## src/design/lsg_defines.svh

```systemverilog
// Purpose: offsets, field positions, reset values and widths of the light sensor parameter block
// Assumes: included by bare name
// Notes: offsets are register indices; the byte address is four times the index
`ifndef LSG_DEFINES_SVH
`define LSG_DEFINES_SVH

`define LSG_IDX_VIS_GAIN        6'h11
`define LSG_IDX_VISIBLE_HIGH_RANGE_SELECT       6'h12
`define LSG_IDX_PROX_HYST       6'h17
`define LSG_IDX_AMB_HYST        6'h16
`define LSG_IDX_PROX_COUNT      6'h18
`define LSG_IDX_AMB_COUNT       6'h19
`define LSG_IDX_STATUS          6'h20

`define LSG_GAIN_MSB            2
`define LSG_GAIN_LSB            0
`define LSG_RANGE_BIT           5
`define LSG_GAIN_MASK           8'h07
`define LSG_RANGE_MASK          8'h20

`define LSG_RST_VIS_GAIN        8'h00
`define LSG_RST_VISIBLE_HIGH_RANGE_SELECT       8'h00
`define LSG_RST_HYST            8'h48
`define LSG_RST_COUNT           8'h03
`define LSG_RST_HYST_COUNT      16'h0018

`define LSG_STAT_AMB_UPPER      0
`define LSG_STAT_AMB_LOWER      1
`define LSG_STAT_PROX1          2
`define LSG_STAT_PROX2          3
`define LSG_STAT_PROX3          4
`define LSG_NUM_CMP             5

`define LSG_FRAC_BITS           4
`define LSG_DIV_W               7

`endif

```

## src/design/lsg_pkg.sv

```systemverilog
// Purpose: shared types of the light sensor parameter block
// Assumes: nothing
// Notes: constants live in lsg_defines.svh
package lsg_pkg;

  typedef logic [7:0]  lsg_code_t;
  typedef logic [15:0] lsg_count_t;
  typedef logic [2:0]  lsg_exp_t;

  typedef enum logic [1:0] {
    LSG_CH_PROX1 = 2'h0,
    LSG_CH_PROX2 = 2'h1,
    LSG_CH_PROX3 = 2'h2
  } lsg_prox_ch_e;

endpackage

```

## src/design/lsg_expand.sv

```systemverilog
// Purpose: expands an 8-bit compressed code into a 16-bit count
// Assumes: purely combinational; caller registers the result
// Notes: upper nibble is a power-of-two exponent, lower nibble sixteenths
`timescale 1ns/100ps
`default_nettype none
`include "lsg_defines.svh"

module lsg_expand
(
  input  wire lsg_pkg::lsg_code_t  code,
  output var lsg_pkg::lsg_count_t  count
);

  logic [19:0] scaled;

  // (16 + mant) << exp never exceeds 20 bits, so the shifted-down value fits 16 bits
  always_comb
  begin
    scaled = 20'({1'b1, code[3:0]}) << code[7:4];
    count  = scaled[19:`LSG_FRAC_BITS];
  end

endmodule
`default_nettype wire

```

## src/design/lsg_params.sv

```systemverilog
// Functional notes
// - integration time grows by 2^gain field
// - gain code seven gives factor 128
// - code four divides conversion clock by sixteen
// - range bit five selects high signal range
// - ambient hysteresis widens both ambient thresholds
// - proximity hysteresis widens all three thresholds
// - hysteresis stored compressed, expands to 16 bits
// - hysteresis codes reset to 0x48
// - gain and range reset to zero
// - early silicon applies visible settings to infrared
// - status changes after configured consecutive samples
//
// Purpose: parameter registers, conversion pacing and hysteresis threshold status
// Assumes: classic wishbone slave, 32-bit data, samples from logic on clk
// Notes: one ack per request, registered; unmapped indices ack and read zero
`timescale 1ns/100ps
`default_nettype none
`include "lsg_defines.svh"

module lsg_params
#(
  parameter bit EARLY_REVISION = 1'b0
)
(
  input  wire logic                  clk,
  input  wire logic                  resetn,
  input  wire logic                  wb_cyc_i,
  input  wire logic                  wb_stb_i,
  input  wire logic                  wb_we_i,
  input  wire logic [7:0]            wb_adr_i,
  input  wire logic [3:0]            wb_sel_i,
  input  wire logic [31:0]           wb_dat_i,
  output logic      [31:0]           wb_dat_o,
  output logic                       wb_ack_o,
  input  wire logic                  ambient_sample_valid,
  input  wire lsg_pkg::lsg_count_t   ambient_sample,
  input  wire lsg_pkg::lsg_count_t   ambient_lower_threshold,
  input  wire lsg_pkg::lsg_count_t   ambient_upper_threshold,
  input  wire logic                  proximity_sample_valid,
  input  wire lsg_pkg::lsg_prox_ch_e proximity_channel,
  input  wire lsg_pkg::lsg_count_t   proximity_sample,
  input  wire lsg_pkg::lsg_count_t   proximity_channel1_threshold,
  input  wire lsg_pkg::lsg_count_t   proximity_channel2_threshold,
  input  wire lsg_pkg::lsg_count_t   proximity_channel3_threshold,
  output logic                       visible_conv_tick,
  output logic                       infrared_conv_tick,
  output logic                       visible_high_range_select,
  output logic                       infrared_high_range_select,
  output lsg_pkg::lsg_count_t        ambient_hysteresis_count,
  output lsg_pkg::lsg_count_t        proximity_hysteresis_count,
  output logic [`LSG_NUM_CMP-1:0]    threshold_status
);

  lsg_pkg::lsg_exp_t   visible_gain_exponent;
  logic                visible_high_range;
  lsg_pkg::lsg_code_t  ambient_hysteresis;
  lsg_pkg::lsg_code_t  proximity_hysteresis;
  lsg_pkg::lsg_code_t  ambient_consecutive_count;
  lsg_pkg::lsg_code_t  proximity_consecutive_count;

  lsg_pkg::lsg_count_t next_amb_hyst;
  lsg_pkg::lsg_count_t next_prox_hyst;

  logic [5:0]              idx;
  logic                    req;
  logic                    wr;
  logic [`LSG_DIV_W-1:0]   vis_div;
  logic [`LSG_DIV_W-1:0]   ir_div;
  lsg_pkg::lsg_exp_t       ir_exp;
  logic [7:0]              exceed_hist [`LSG_NUM_CMP];
  logic [7:0]              return_hist [`LSG_NUM_CMP];

  // terminal count of the conversion divider: 2^exp - 1, so code 7 gives 127, a 128-clock period
  function automatic logic [`LSG_DIV_W-1:0] div_last(input lsg_pkg::lsg_exp_t e);
    logic [`LSG_DIV_W:0] f;
    f = (`LSG_DIV_W+1)'(1) << e;
    div_last = `LSG_DIV_W'(f - (`LSG_DIV_W+1)'(1));
  endfunction

  // sample beyond threshold by more than the margin; 17 bits avoid wrap
  function automatic logic beyond(input lsg_pkg::lsg_count_t s,
                                  input lsg_pkg::lsg_count_t th,
                                  input lsg_pkg::lsg_count_t hy,
                                  input logic                above);
    logic [16:0] a;
    logic [16:0] b;
    a = above ? {1'b0, s} : ({1'b0, s} + {1'b0, hy});
    b = above ? ({1'b0, th} + {1'b0, hy}) : {1'b0, th};
    beyond = above ? (a > b) : (a < b);
  endfunction

  // history bit-field: every set bit must see a qualifying sample
  function automatic logic history_met(input logic [7:0] hist,
                                       input lsg_pkg::lsg_code_t mask);
    history_met = ((hist & mask) == mask);
  endfunction

  lsg_expand u_amb_expand
  (
    .code  (ambient_hysteresis),
    .count (next_amb_hyst)
  );

  lsg_expand u_prox_expand
  (
    .code  (proximity_hysteresis),
    .count (next_prox_hyst)
  );

  assign idx = wb_adr_i[7:2];
  assign req = wb_cyc_i && wb_stb_i && !wb_ack_o;
  assign wr  = req && wb_we_i && wb_sel_i[0];

  // bus answer: one cycle after the request, dropped the cycle after
  always_ff @(posedge clk or negedge resetn)
  begin
    if (!resetn)
    begin
      wb_ack_o <= 1'b0;
    end
    else
    begin
      wb_ack_o <= req;
    end
  end

  always_ff @(posedge clk or negedge resetn)
  begin
    if (!resetn)
    begin
      wb_dat_o <= 32'h0000_0000;
    end
    else if (req && !wb_we_i)
    begin
      wb_dat_o <= 32'h0000_0000;
      unique case (idx)
        `LSG_IDX_VIS_GAIN:   wb_dat_o[7:0] <= {5'h00, visible_gain_exponent};
        `LSG_IDX_VISIBLE_HIGH_RANGE_SELECT:  wb_dat_o[7:0] <= {2'h0, visible_high_range, 5'h00};
        `LSG_IDX_AMB_HYST:   wb_dat_o[7:0] <= ambient_hysteresis;
        `LSG_IDX_PROX_HYST:  wb_dat_o[7:0] <= proximity_hysteresis;
        `LSG_IDX_AMB_COUNT:  wb_dat_o[7:0] <= ambient_consecutive_count;
        `LSG_IDX_PROX_COUNT: wb_dat_o[7:0] <= proximity_consecutive_count;
        `LSG_IDX_STATUS:     wb_dat_o[`LSG_NUM_CMP-1:0] <= threshold_status;
        default:             wb_dat_o <= 32'h0000_0000;
      endcase
    end
  end

  // gain and range registers; reserved bits are never stored
  always_ff @(posedge clk or negedge resetn)
  begin
    if (!resetn)
    begin
      visible_gain_exponent <= 3'(`LSG_RST_VIS_GAIN);
      visible_high_range    <= 1'(`LSG_RST_VISIBLE_HIGH_RANGE_SELECT >> `LSG_RANGE_BIT);
    end
    else if (wr && idx == `LSG_IDX_VIS_GAIN)
    begin
      visible_gain_exponent <= wb_dat_i[`LSG_GAIN_MSB:`LSG_GAIN_LSB];
    end
    else if (wr && idx == `LSG_IDX_VISIBLE_HIGH_RANGE_SELECT)
    begin
      visible_high_range <= wb_dat_i[`LSG_RANGE_BIT];
    end
  end

  always_ff @(posedge clk or negedge resetn)
  begin
    if (!resetn)
    begin
      ambient_hysteresis   <= `LSG_RST_HYST;
      proximity_hysteresis <= `LSG_RST_HYST;
    end
    else if (wr && idx == `LSG_IDX_AMB_HYST)
    begin
      ambient_hysteresis <= wb_dat_i[7:0];
    end
    else if (wr && idx == `LSG_IDX_PROX_HYST)
    begin
      proximity_hysteresis <= wb_dat_i[7:0];
    end
  end

  always_ff @(posedge clk or negedge resetn)
  begin
    if (!resetn)
    begin
      ambient_consecutive_count   <= `LSG_RST_COUNT;
      proximity_consecutive_count <= `LSG_RST_COUNT;
    end
    else if (wr && idx == `LSG_IDX_AMB_COUNT)
    begin
      ambient_consecutive_count <= wb_dat_i[7:0];
    end
    else if (wr && idx == `LSG_IDX_PROX_COUNT)
    begin
      proximity_consecutive_count <= wb_dat_i[7:0];
    end
  end

  // expanded margins are registered so comparators see a stable value
  always_ff @(posedge clk or negedge resetn)
  begin
    if (!resetn)
    begin
      ambient_hysteresis_count   <= `LSG_RST_HYST_COUNT;
      proximity_hysteresis_count <= `LSG_RST_HYST_COUNT;
    end
    else
    begin
      ambient_hysteresis_count   <= next_amb_hyst;
      proximity_hysteresis_count <= next_prox_hyst;
    end
  end

  // infrared conversions follow the visible settings only on early silicon
  assign ir_exp = EARLY_REVISION ? visible_gain_exponent : 3'h0;

  always_ff @(posedge clk or negedge resetn)
  begin
    if (!resetn)
    begin
      visible_high_range_select  <= 1'b0;
      infrared_high_range_select <= 1'b0;
    end
    else
    begin
      visible_high_range_select  <= visible_high_range;
      infrared_high_range_select <= EARLY_REVISION && visible_high_range;
    end
  end

  // conversion clock divider: one tick every 2^gain clocks
  // a gain change takes effect at once; a partly counted period may be cut short
  always_ff @(posedge clk or negedge resetn)
  begin
    if (!resetn)
    begin
      vis_div           <= '0;
      visible_conv_tick <= 1'b0;
    end
    else if (vis_div >= div_last(visible_gain_exponent))
    begin
      vis_div           <= '0;
      visible_conv_tick <= 1'b1;
    end
    else
    begin
      vis_div           <= vis_div + `LSG_DIV_W'(1);
      visible_conv_tick <= 1'b0;
    end
  end

  always_ff @(posedge clk or negedge resetn)
  begin
    if (!resetn)
    begin
      ir_div             <= '0;
      infrared_conv_tick <= 1'b0;
    end
    else if (ir_div >= div_last(ir_exp))
    begin
      ir_div             <= '0;
      infrared_conv_tick <= 1'b1;
    end
    else
    begin
      ir_div             <= ir_div + `LSG_DIV_W'(1);
      infrared_conv_tick <= 1'b0;
    end
  end

  // threshold status with hysteresis and consecutive-sample qualification
  always_ff @(posedge clk or negedge resetn)
  begin
    if (!resetn)
    begin
      threshold_status <= '0;
      for (int i = 0; i < `LSG_NUM_CMP; i++)
      begin
        exceed_hist[i] <= 8'h00;
        return_hist[i] <= 8'h00;
      end
    end
    else
    begin
      for (int i = 0; i < `LSG_NUM_CMP; i++)
      begin
        logic                sel;
        logic                above;
        logic                exc;
        logic                ret;
        logic [7:0]          ne;
        logic [7:0]          nr;
        lsg_pkg::lsg_count_t s;
        lsg_pkg::lsg_count_t th;
        lsg_pkg::lsg_count_t hy;
        lsg_pkg::lsg_code_t  mask;
        sel   = 1'b0;
        above = (i != `LSG_STAT_AMB_LOWER);
        s     = proximity_sample;
        th    = proximity_channel1_threshold;
        hy    = proximity_hysteresis_count;
        mask  = proximity_consecutive_count;
        unique case (i)
          `LSG_STAT_AMB_UPPER:
          begin
            sel  = ambient_sample_valid;
            s    = ambient_sample;
            th   = ambient_upper_threshold;
            hy   = ambient_hysteresis_count;
            mask = ambient_consecutive_count;
          end
          `LSG_STAT_AMB_LOWER:
          begin
            sel  = ambient_sample_valid;
            s    = ambient_sample;
            th   = ambient_lower_threshold;
            hy   = ambient_hysteresis_count;
            mask = ambient_consecutive_count;
          end
          `LSG_STAT_PROX1:
          begin
            sel = proximity_sample_valid && proximity_channel == lsg_pkg::LSG_CH_PROX1;
            th  = proximity_channel1_threshold;
          end
          `LSG_STAT_PROX2:
          begin
            sel = proximity_sample_valid && proximity_channel == lsg_pkg::LSG_CH_PROX2;
            th  = proximity_channel2_threshold;
          end
          default:
          begin
            sel = proximity_sample_valid && proximity_channel == lsg_pkg::LSG_CH_PROX3;
            th  = proximity_channel3_threshold;
          end
        endcase
        exc = beyond(s, th, hy, above);
        ret = beyond(s, th, hy, !above);
        ne  = {exceed_hist[i][6:0], exc};
        nr  = {return_hist[i][6:0], ret};
        if (sel)
        begin
          exceed_hist[i] <= ne;
          return_hist[i] <= nr;
          if (history_met(ne, mask))
          begin
            threshold_status[i] <= 1'b1;
          end
          else if (history_met(nr, mask))
          begin
            threshold_status[i] <= 1'b0;
          end
        end
      end
    end
  end

endmodule
`default_nettype wire

```

## config.mk

```make
export PLATFORM = sky130hd
export DESIGN_NAME = lsg_params
export DESIGN_NICKNAME = d
export VERILOG_FILES = /design/src/design/lsg_pkg.sv /design/src/design/lsg_expand.sv /design/src/design/lsg_params.sv
export VERILOG_INCLUDE_DIRS = /design/src /design/src/design
export SDC_FILE = /design/constraint.sdc
export NUM_CORES = 1
export LEC_CHECK = 0
export ABC_CLOCK_PERIOD_IN_PS = 5700
export BUFFER_PORTS_ARGS = -buffer_cell sky130_fd_sc_hd__buf_2
export CAP_MARGIN = 30
export CORE_MARGIN = 2
export CORE_UTILIZATION = 45
export CTS_CLUSTER_SIZE = 40
export DETAILED_ROUTE_END_ITERATION = 6
export PLACE_DENSITY = 0.74
export SYNTH_ARGS = -nofsm -noshare
export SYNTH_HDL_FRONTEND = slang
export SYNTH_SLANG_ARGS = --single-unit
```

## constraint.sdc

```tcl
create_clock -name clk -period 5.7 [get_ports clk]
set_input_delay 1.71 -clock clk [delete_from_list [all_inputs] [get_ports clk]]
set_output_delay 1.71 -clock clk [all_outputs]
set_load 0.02 [all_outputs]
```

==> key figures, run 1 <==
Clock tree
  – Clock slew at reported path FFs: 70 ps
  – CTS tree: yes
  – Clk buf depth: 2
  – # resized after CTS: 0
  – Number of CTS-inserted buffers: 17
  – # clock sinks: 162
  – Clk Latency, worst-skew pair: 430 ps
  – CTS root buffer: clkbuf_16
  – Hold-fix buffers, CTS: 0
  – H-tree depth: 4
  – Post-CTS Setup Inserts: 0

Global routing
  – Vias in the first global route: 13,402
  – GRT overflow: 0
  – GRT Util Overall: 23.5%
  – Initial antenna violation count: 0
  – First-pass GRT wire length: 67,900 um
  – Largest net degree at the start of global routing: 94

Synth
  – Share of the yosys chip area belonging to registers: 26.0%
  – Synth async-reset ratio: 100%
  – Seq cells post-synth: 162
  – Post-Syn Area: 15,700 um^2
  – Ys Warns: 0
  – Count of cell types in the netlist: 74
  – Post-synth EDFFs: 0
  – Syn Area/Cell: 8.88 um^2
  – Synthesized instance count: 1,765
  – Ys flop type: dfrtp_1

Finish
  – Nets: 2,396
  – Diode count: 0
  – Layout cells sized above 1: 17.1%
  – Layout Cells excl Fill: 2,417
  – Filler instances: 3,174
  – Area delta synth->final: 12.4%

Worst setup path
  – Slowest-stage cell, CP: o221ai_1
  – Worst path cell trace: buf_2, ha_1, a21oi_1, nor2b_1, o31a_1, o221ai_1, a21oi_1, a21oi_1, xnor2_1, ha_1, nor3_1, nand2_1, a31oi_1, o21ai_0, a31oi_1, o21ai_0, a211o_1, a311o_1
  – CP arrival: 5700 ps
  – Worst path most repeated cell: a21oi_1
  – Critical path class: input pin to register
  – Critical path capture point type: register
  – Worst path max stage delay: 400 ps
  – Startpoint Class: input pin
  – CP Data Required Time: 6010 ps
  – Worst Path Max Fanout: 5
  – R2R setup slack: 1120 ps

Status
  – Status: completed

Die
  – Die H: 191 um
  – Initial Util: 45.6%
  – Top Ports: 239
  – Placement Rows: 68
  – Die X: 191 um
  – Die ar.: 36,300 um^2
  – Core region area: 34,400 um^2

Pwr
  – Power consumption: 3600 uW
  – P per Cell Area: 204 nW/um^2
  – Leakage: 0.00913 uW
  – Max IR drop VDD: 0.216 mV

STA
  – Hold WS: 425 ps
  – Slack of the critical path: 312 ps
  – Clock period minus worst slack: 5390 ps
  – Hold Fails Final Rpt: 0
  – Max_slew headroom: 39.5%
  – Worst slew pin tran: 904 ps
  – Sum Neg Setup Slack: 0 ps
  – Skew final: 11.2 ps
  – Max-slew violation count: 0
  – Final Cycle Share: 94.5%
  – RSZ-0062 raised after global routing: false
  – Max Fclk: 0.186 GHz
  – Setup violators final: 0

Run
  – Max-Cap Viols: 0

Routing
  – Routed vias/inst: 5.71
  – Initial drt markers: 870
  – Wire length per cell: 17.6 um
  – Final ANT Viol Nets: 0
  – Routed Wire Length: 42,500 um
  – Via Count: 13,812
  – DRC Markers: 0
  – DRT Pass-1 Iters: 5

Placed design
  – Dpl cells: 2,385
  – Final Wtd Congestion: 0.950
  – Hpwl dp: 34,700 um
  – Post-place setup slack: -87.8 ps
  – Buffers added on ports: 184

Worst hold path
  – Hold Path Class: register to register
synth_stat cells, types with 6 or more instances:
library cell | n | area, um^2
a211o_1 | 7 | 61.3
a211oi_1 | 12 | 90.1
a21o_1 | 58 | 435
a21oi_1 | 109 | 546
a221oi_1 | 16 | 140
a31oi_1 | 10 | 62.6
and2_1 | 7 | 43.8
and3_1 | 18 | 113
buf_4 | 25 | 188
clkbuf_1 | 25 | 93.8
dfrtp_1 | 150 | 3750
dfstp_2 | 12 | 315
fa_1 | 7 | 140
ha_1 | 275 | 3440
inv_1 | 144 | 541
mux2_2 | 76 | 856
mux2i_1 | 15 | 150
nand2_1 | 124 | 465
nand2b_1 | 30 | 188
nand3_1 | 34 | 170
nand4_1 | 21 | 131
nor2_1 | 129 | 484
nor2b_1 | 29 | 181
nor3_1 | 32 | 160
nor4_1 | 11 | 68.8
o2111ai_1 | 10 | 87.6
o211ai_1 | 13 | 97.6
o21a_1 | 21 | 158
o21ai_0 | 103 | 515
o21bai_1 | 10 | 75.1
o22ai_1 | 32 | 200
o31ai_1 | 7 | 52.6
or2_2 | 6 | 37.5
or3_1 | 13 | 81.3
xnor2_1 | 43 | 377
xor2_1 | 48 | 420
worst paths after layout:
check	start	endpoint	depth (start not counted)
worst max-delay path	proximity_sample[1]	threshold_status[2]	18
worst min-delay path	visible_high_range	visible_high_range_select	0
worst max register to register	proximity_hysteresis_count[1]	threshold_status[2]	17
worst min register to register	visible_high_range	visible_high_range_select	0
max in group asynchronous	resetn	ambient_hysteresis_count[4]	2
min in group asynchronous	resetn	proximity_hysteresis[5]	1
metrics by stage:
step	util (%)	area, um^2
floorplan	-	15800
global placement	49.6	17000
detailed placement	49.6	17000
CTS	51.2	17600
global route	51.2	17600
finish	51.2	17600
per-layer routing:
| metal | track usage, % | routed length [um] |
|---|---|---|
| met1 | 31.0 | 19200 |
| met2 | 39.6 | 19900 |
| met4 | 7.81 | 1250 |
| met5 | 0 | 0 |
| met3 | 3.05 | 2250 |
placed cells by master, fill, tap and decap left out, types with 7 or more instances in the layout:
cell type	instances
nor2_1	129
buf_4	12
nand3_1	34
nor4_1	11
o22ai_1	32
a31oi_1	10
o21bai_1	10
o31ai_1	7
o21a_1	21
nor2b_1	29
o21ai_0	103
xnor2_1	43
a21o_1	58
o2111ai_1	10
and3_1	18
nand2_1	124
or3_1	13
mux2_2	76
fa_1	7
nand4_1	21
nand2b_1	30
dfrtp_1	150
xor2_1	48
buf_2	183
a221oi_1	16
inv_1	144
ha_1	275
clkbuf_16	17
and2_1	7
mux2i_1	15
nor3_1	32
o211ai_1	13
dfstp_2	12
a211oi_1	12
a211o_1	7
conb_1	26
a21oi_1	109
final cells by class:
cell class / count / area [um^2] / area share [%]
Clock buffer: 21 / 450 / 2.56
Clock inverter: 11 / 128 / 0.725
Inverter: 144 / 541 / 3.07
Multi-Input combinational cell: 1428 / 10800 / 61.5
Sequential cell: 162 / 4070 / 23.1
Tap cell: 455 / 569 / 3.23
Timing Repair Buffer: 196 / 1020 / 5.78
flip-flops by register name (all words and copies together), names as in the netlist, 3 cells and up:
register and count:
ambient_consecutive_count 8, ambient_hysteresis 8, ambient_hysteresis_count 16, exceed_hist 35, proximity_consecutive_count 8, proximity_hysteresis 8, proximity_hysteresis_count 16, return_hist 35
threshold_status 5, vis_div 7, visible_gain_exponent 3, wb_dat_o 8
critical path, delay by kind of cell:
kind            cells  cell delay [ps]
compound gates     11             2780
simple gates        3              350
buf+inv             1              160
fa+ha+maj           2              540
xor+xnor            1              170
cells by family (layout without fill, tap and decap cells):
kind of cell,Yosys count,after routing,share of synthesized area (%)
compound gates,469,469,19.8
xor+xnor,91,91,5.09
fa+ha+maj,282,282,22.9
buf+inv,199,372,5.42
flops,162,162,26.0
mux,91,91,6.42
other cells,2,26,0.0479
simple gates,469,469,14.4
power breakdown:
part / internal [uW] / switching [uW]
logic: 450 / 532
registers: 1340 / 156
clock network: 659 / 460
total: 2450 / 1150
(Power assumes the default switching activity.)
==> run 2, diff against run 1 <==
Settings changed: PLACE_DENSITY 0.74 to 0.73, SLEW_MARGIN from default to 20, SYNTH_HIERARCHICAL from default to 1.
==> run 2 against run 1 <==
The run now ends with DRC left. Combinational power is 6% higher. Worst hold slack worse by 6.7 ps. Synthesized cell count is 0.51% higher. Clock power is 9.8% higher. Highest routed layer unchanged.
==> key figures, run 2 <==
Status
  – Status: finished with violations
  – Failing checks: DRC

Finish
  – Area delta synth->final: 13.4%
  – Top Registers: exceed_hist: 35 flops, return_hist: 35 flops
  – Most frequent cells in the layout: ha_1, buf_2, inv_1
  – Layout cells sized above 1: 17.6%
  – Final instance area: 18,000 um^2
  – Most common cell after layout, fill and taps aside: ha_1
  – Diode count: 0
  – Layout Cells excl Fill: 2,444
  – Nets: 2,423

STA
  – Skew final: 11.7 ps
  – RSZ-0062 raised after global routing: false
  – Max-slew violation count: 0
  – Max Fclk: 0.182 GHz
  – Hold Fails Final Rpt: 0
  – Clock period minus worst slack: 5500 ps
  – Final Cycle Share: 96.6%
  – Worst slew pin tran: 843 ps
  – Max_slew headroom: 43.6%
  – Setup violators final: 0

Placed design
  – Dpl cells: 2,412
  – Final Wtd Congestion: 0.876
  – Area after DPL: 17,300 um^2
  – Buffers added on ports: 184
  – Hpwl dp: 34,400 um

Synth
  – Share of the yosys chip area belonging to registers: 25.7%
  – Count of cell types in the netlist: 81
  – Ranking of synthesized cells by area: dfrtp_1, ha_1, mux2_2, inv_1, a21oi_1
  – Synth async-reset ratio: 100%
  – Ys flop type: dfrtp_1
  – Syn Area/Cell: 8.94 um^2
  – Post-Syn Area: 15,900 um^2
  – Area leader, netlist: dfrtp_1
  – Post-synth EDFFs: 0
  – Synth top area share: 23.7%
  – Most frequent cell after synthesis: ha_1
  – Synth top cells by count: ha_1, inv_1, dfrtp_1
  – Ys Warns: 6
  – Seq cells post-synth: 162
  – Synthesized instance count: 1,774

Pwr
  – Leakage: 0.00916 uW
  – P per Cell Area: 211 nW/um^2
  – Max IR drop VDD: 0.263 mV

Clock tree
  – Clock slew at reported path FFs: 60 ps
  – CTS tree: yes
  – Number of CTS-inserted buffers: 17
  – CTS root buffer: clkbuf_16
  – H-tree depth: 4
  – Post-CTS Setup Inserts: 0
  – Clk buf depth: 2
  – # clock sinks: 162
  – Clk Latency, worst-skew pair: 430 ps

Routing
  – Routed Wire Length: 42,700 um
  – DRC Markers: 1
  – Routed vias/inst: 5.75
  – Initial drt markers: 1,015
  – Final ANT Viol Nets: 0
  – Via Count: 14,049
  – Wire length per cell: 17.5 um
  – DRT Pass-1 Iters: 7

Worst setup path
  – Critical path class: input pin to register
  – CP arrival: 5820 ps
  – Worst Path Max Fanout: 3
  – Critical path capture point type: register
  – Worst R2R Path Depth: 17
  – Startpoint Class: input pin
  – CP Data Required Time: 6010 ps

Die
  – Die ar.: 36,800 um^2
  – Top Ports: 239
  – Die H: 192 um
  – Core region area: 34,600 um^2
  – Placement Rows: 68
  – Die X: 192 um
  – Initial Util: 45.8%

Worst hold path
  – Hold depth: 0
  – Hold Path Class: register to register

Global routing
  – Largest net degree at the start of global routing: 85
  – GRT overflow: 0
  – Vias in the first global route: 13,615
  – Initial antenna violation count: 0
  – First-pass GRT wire length: 69,000 um
  – GRT Util Overall: 23.4%

Run
  – Max-Cap Viols: 0
run 2: changes by cell type in the layout (fill, tap and decap cells not counted), sizes merged, moves of 9 or more:
cell | previous run | this run
mux2i | 15 | 6
nor2 | 129 | 113
buf | 196 | 213
nor2b | 30 | 42
inv | 147 | 158
nand2 | 124 | 107
run 2: report_power, final:
| part | switching [uW] | leakage, uW | internal [uW] |
|---|---|---|---|
| sequential | 168 | 0.00200 | 1360 |
| combinational | 556 | 0.00685 | 480 |
| clock | 492 | 0.000309 | 742 |
| total | 1220 | 0.00916 | 2580 |
run 2: repair_timing:
action,4_1_cts,5_1_grt
resized for setup,0,3
hold buffers,0,0
hold endpoints to repair,0,0
endpoints found under the setup margin,0,4
run 2: layer usage:
layer / GRT usage [%] / vias to the layer above / wire length, um
met5: 0 / - / 0
met4: 6.48 / 0 / 1080
met3: 3.16 / 84 / 2120
met2: 38.1 / 443 / 19300
met1: 32.4 / 6649 / 20200
li1: - / 6873 / -
run 2: critical path: stages:
cell      delay, ps
buf_2            90
ha_1            170
inv_1            60
fa_1            390
nor2b_1         220
o31ai_2         120
a21oi_1         230
o21a_1          160
o21ai_0          70
a221oi_1        370
ha_1            320
a211o_1         310
a211oi_1        210
o21ai_0         110
a21oi_1         260
o31ai_1         160
a21o_1          190
a211o_1         310
a311o_1         350
run 2: cell families after synthesis:
logic type      after synthesis  synth area share (%)
xor+xnor                     91                  5.03
fa+ha+maj                   282                  22.6
flops                       162                  25.7
simple gates                456                  14.4
buf+inv                     208                  5.74
compound gates              493                  20.8
mux                          80                  5.78
other cells                   2                0.0474
run 2: path summary, 6_finish.rpt:
kind	slack (ps)	startpoint	to
hold reg to reg	420	visible_high_range	visible_high_range_select
setup / recovery	200	proximity_sample[0]	threshold_status[3]
hold / removal	420	visible_high_range	visible_high_range_select
setup reg to reg	940	proximity_hysteresis_count[1]	threshold_status[3]
min in group asynchronous	1320	resetn	return_hist[26]
max in group asynchronous	3330	resetn	exceed_hist[6]
run 2: metrics by stage:
step | setup WS, ps | TNS, ps | hold slack (ps) | utilization [%] | power [uW]
detailed placement | -176 | -527 | 397 | 50.1 | 2560
finish | 196 | 0 | 418 | 51.9 | 3790
global route | 14.0 | 0 | 446 | 51.9 | 4020
CTS | 170 | 0 | 419 | 51.9 | 3800
floorplan | 360 | 0 | 371 | - | 2220
global placement | -174 | -376 | 402 | 50.0 | 2510
run 2: final cells by class:
cell class	instances	area, um^2
Fill cell	3165	16700
Clock buffer	18	429
Tap cell	455	569
Multi-Input combinational cell	1428	11000
Sequential cell	162	4070
Timing Repair Buffer	213	1140
Clock inverter	14	204
Inverter	154	578
==> run 3, diff against run 2 <==
Settings changed: CORE_ASPECT_RATIO from default to 1.2.
==> run 3 against run 2 <==
The flow now finishes without violations. Non-clock buffer count grew 1. Global-route usage shrank 0.32 points. Sequential share of layout area is essentially flat. Design area is essentially flat. Clock skew shrank 1.8 ps. Clock power shrank 3%. Clock-buffer cell count is the same. Wire length grew 0.18%. Final cell count grew 0.33%. Combinational power is essentially flat.
==> key figures, run 3 (synthesis results as in run 2) <==
Clock tree
  – # resized after CTS: 0
  – CTS tree: yes
  – Clk buf depth: 2
  – Clock slew at reported path FFs: 70 ps
  – CTS root buffer: clkbuf_16
  – H-tree depth: 4
  – Clk Latency, worst-skew pair: 430 ps
  – Number of CTS-inserted buffers: 17
  – Post-CTS Setup Inserts: 0
  – Hold-fix buffers, CTS: 0
  – # clock sinks: 162

Finish
  – Register Area: 4070 um^2
  – Area delta synth->final: 13.4%
  – Filler instances: 3,244
  – Layout Cells excl Fill: 2,452
  – Most frequent cells in the layout: ha_1, buf_2, inv_1
  – Most common cell after layout, fill and taps aside: ha_1
  – Layout cells sized above 1: 17.7%
  – Diode count: 0
  – Utilization after layout: 51.6%
  – Top Registers: exceed_hist: 35 flops, return_hist: 35 flops
  – Multi-input gate area: 11,000 um^2
  – Nets: 2,424

Routing
  – Routed vias/inst: 5.74
  – Wire length per cell: 17.5 um
  – Final ANT Viol Nets: 0
  – Routed Wire Length: 42,800 um
  – DRC Markers: 0
  – Via Count: 14,068
  – DRT Pass-1 Iters: 6
  – Initial drt markers: 985

Die
  – Placement Rows: 75
  – Die X: 175 um
  – Top Ports: 239
  – Initial Util: 45.5%
  – Die H: 210 um
  – Die ar.: 36,800 um^2
  – Core region area: 34,800 um^2

Placed design
  – Post-place setup slack: -25.9 ps
  – Hpwl dp: 34,600 um
  – Final Wtd Congestion: 0.914
  – Buffers added on ports: 184
  – Dpl cells: 2,419

STA
  – RSZ-0062 raised after global routing: false
  – Max-slew violation count: 0
  – Clock period minus worst slack: 5350 ps
  – Skew final: 9.89 ps
  – Slack of the critical path: 349 ps
  – Max_slew headroom: 36.8%
  – Setup violators final: 0
  – Hold WS: 413 ps
  – Hold Fails Final Rpt: 0
  – Sum Neg Setup Slack: 0 ps
  – Worst slew pin tran: 947 ps
  – Max Fclk: 0.187 GHz
  – Final Cycle Share: 93.9%

Global routing
  – First-pass GRT wire length: 68,300 um
  – GRT overflow: 0
  – GRT Util Overall: 23.0%
  – Vias in the first global route: 13,591
  – Largest net degree at the start of global routing: 97
  – Initial antenna violation count: 0

Run
  – Max-Cap Viols: 0

Worst setup path
  – CP arrival: 5700 ps
  – Critical path capture point type: register
  – Startpoint Class: input pin
  – CP Data Required Time: 6050 ps
  – Worst Path Max Fanout: 2
  – Critical path class: input pin to register

Pwr
  – P per Cell Area: 208 nW/um^2
  – Max IR drop VDD: 0.195 mV
  – Leakage: 0.00916 uW

Worst hold path
  – Hold Path Class: register to register

Status
  – Status: completed
==> run 3: changes by cell type in the layout (fill, tap and decap cells not counted) <==
cell,previous run,this run
a2111oi_0,5,7
clkinvlp_4,1,0
inv_8,2,3
o41ai_1,4,5
clkinv_4,3,5
buf_16,0,1
bufinv_16,4,2
o41ai_2,2,1
clkinv_2,2,1
inv_6,2,3
clkbuf_1,1,0
clkbuf_8,0,1
a2111oi_1,2,0
==> run 3: area by class of cell <==
cell class                 count  area share, %
sequential                   162           22.6
clock buffer                  18           2.44
multi-input combinational   1428           61.0
tap                          462           3.22
inverter                     154           3.22
clock inverter                14          0.940
timing repair buffer         214           6.51
==> run 3: worst max-delay path, stage by stage <==
cell and delay, ps:
buf_2 90, ha_1 170, inv_1 60, fa_1 400
nor2b_1 200, o2111ai_1 150, a21boi_0 280, a21oi_1 150
a21o_1 190, o21ai_0 270, xor2_1 240, ha_1 270
a2111oi_0 450, buf_4 190, nand2_1 50, a21oi_1 260
a2bb2oi_1 330, o21ai_0 120, o21ai_0 90
==> run 3: final timing paths <==
path	from	to	slack, ps	cells past startpoint
min	visible_high_range	visible_high_range_select	410	0
min reg2reg	visible_high_range	visible_high_range_select	410	0
max	ambient_sample[0]	threshold_status[1]	350	19
max in group asynchronous	resetn	exceed_hist[8]	3490	3
min in group asynchronous	resetn	return_hist[36]	1100	1
max reg2reg	proximity_hysteresis_count[1]	threshold_status[3]	1140	17
==> run 3: per-layer routing <==
metal	vias up	wire [um]	global-route usage, %	part of all wire (%)
li1	6888	-	-	-
met1	6678	18800	29.6	44
met2	398	20700	39.3	48
met3	104	1860	2.97	4.3
met4	0	1460	8.99	3.4
met5	-	0	0	0
==> run 3: metrics by stage <==
stage                     cell area [um^2]  power (uW)
after global placement               17300        2500
after detailed placement             17300        2560
after CTS                            17900        3760
final                                18000        3740
after floorplan                      15900        2220
after global routing                 18000        3970
==> run 3: power breakdown <==
| group | switching [uW] | total (uW) | leakage, uW | internal, uW |
|---|---|---|---|---|
| Sequential | 166 | 1520 | 0.00200 | 1360 |
| Combinational | 551 | 1030 | 0.00685 | 481 |
| Clock | 513 | 1190 | 0.000301 | 673 |
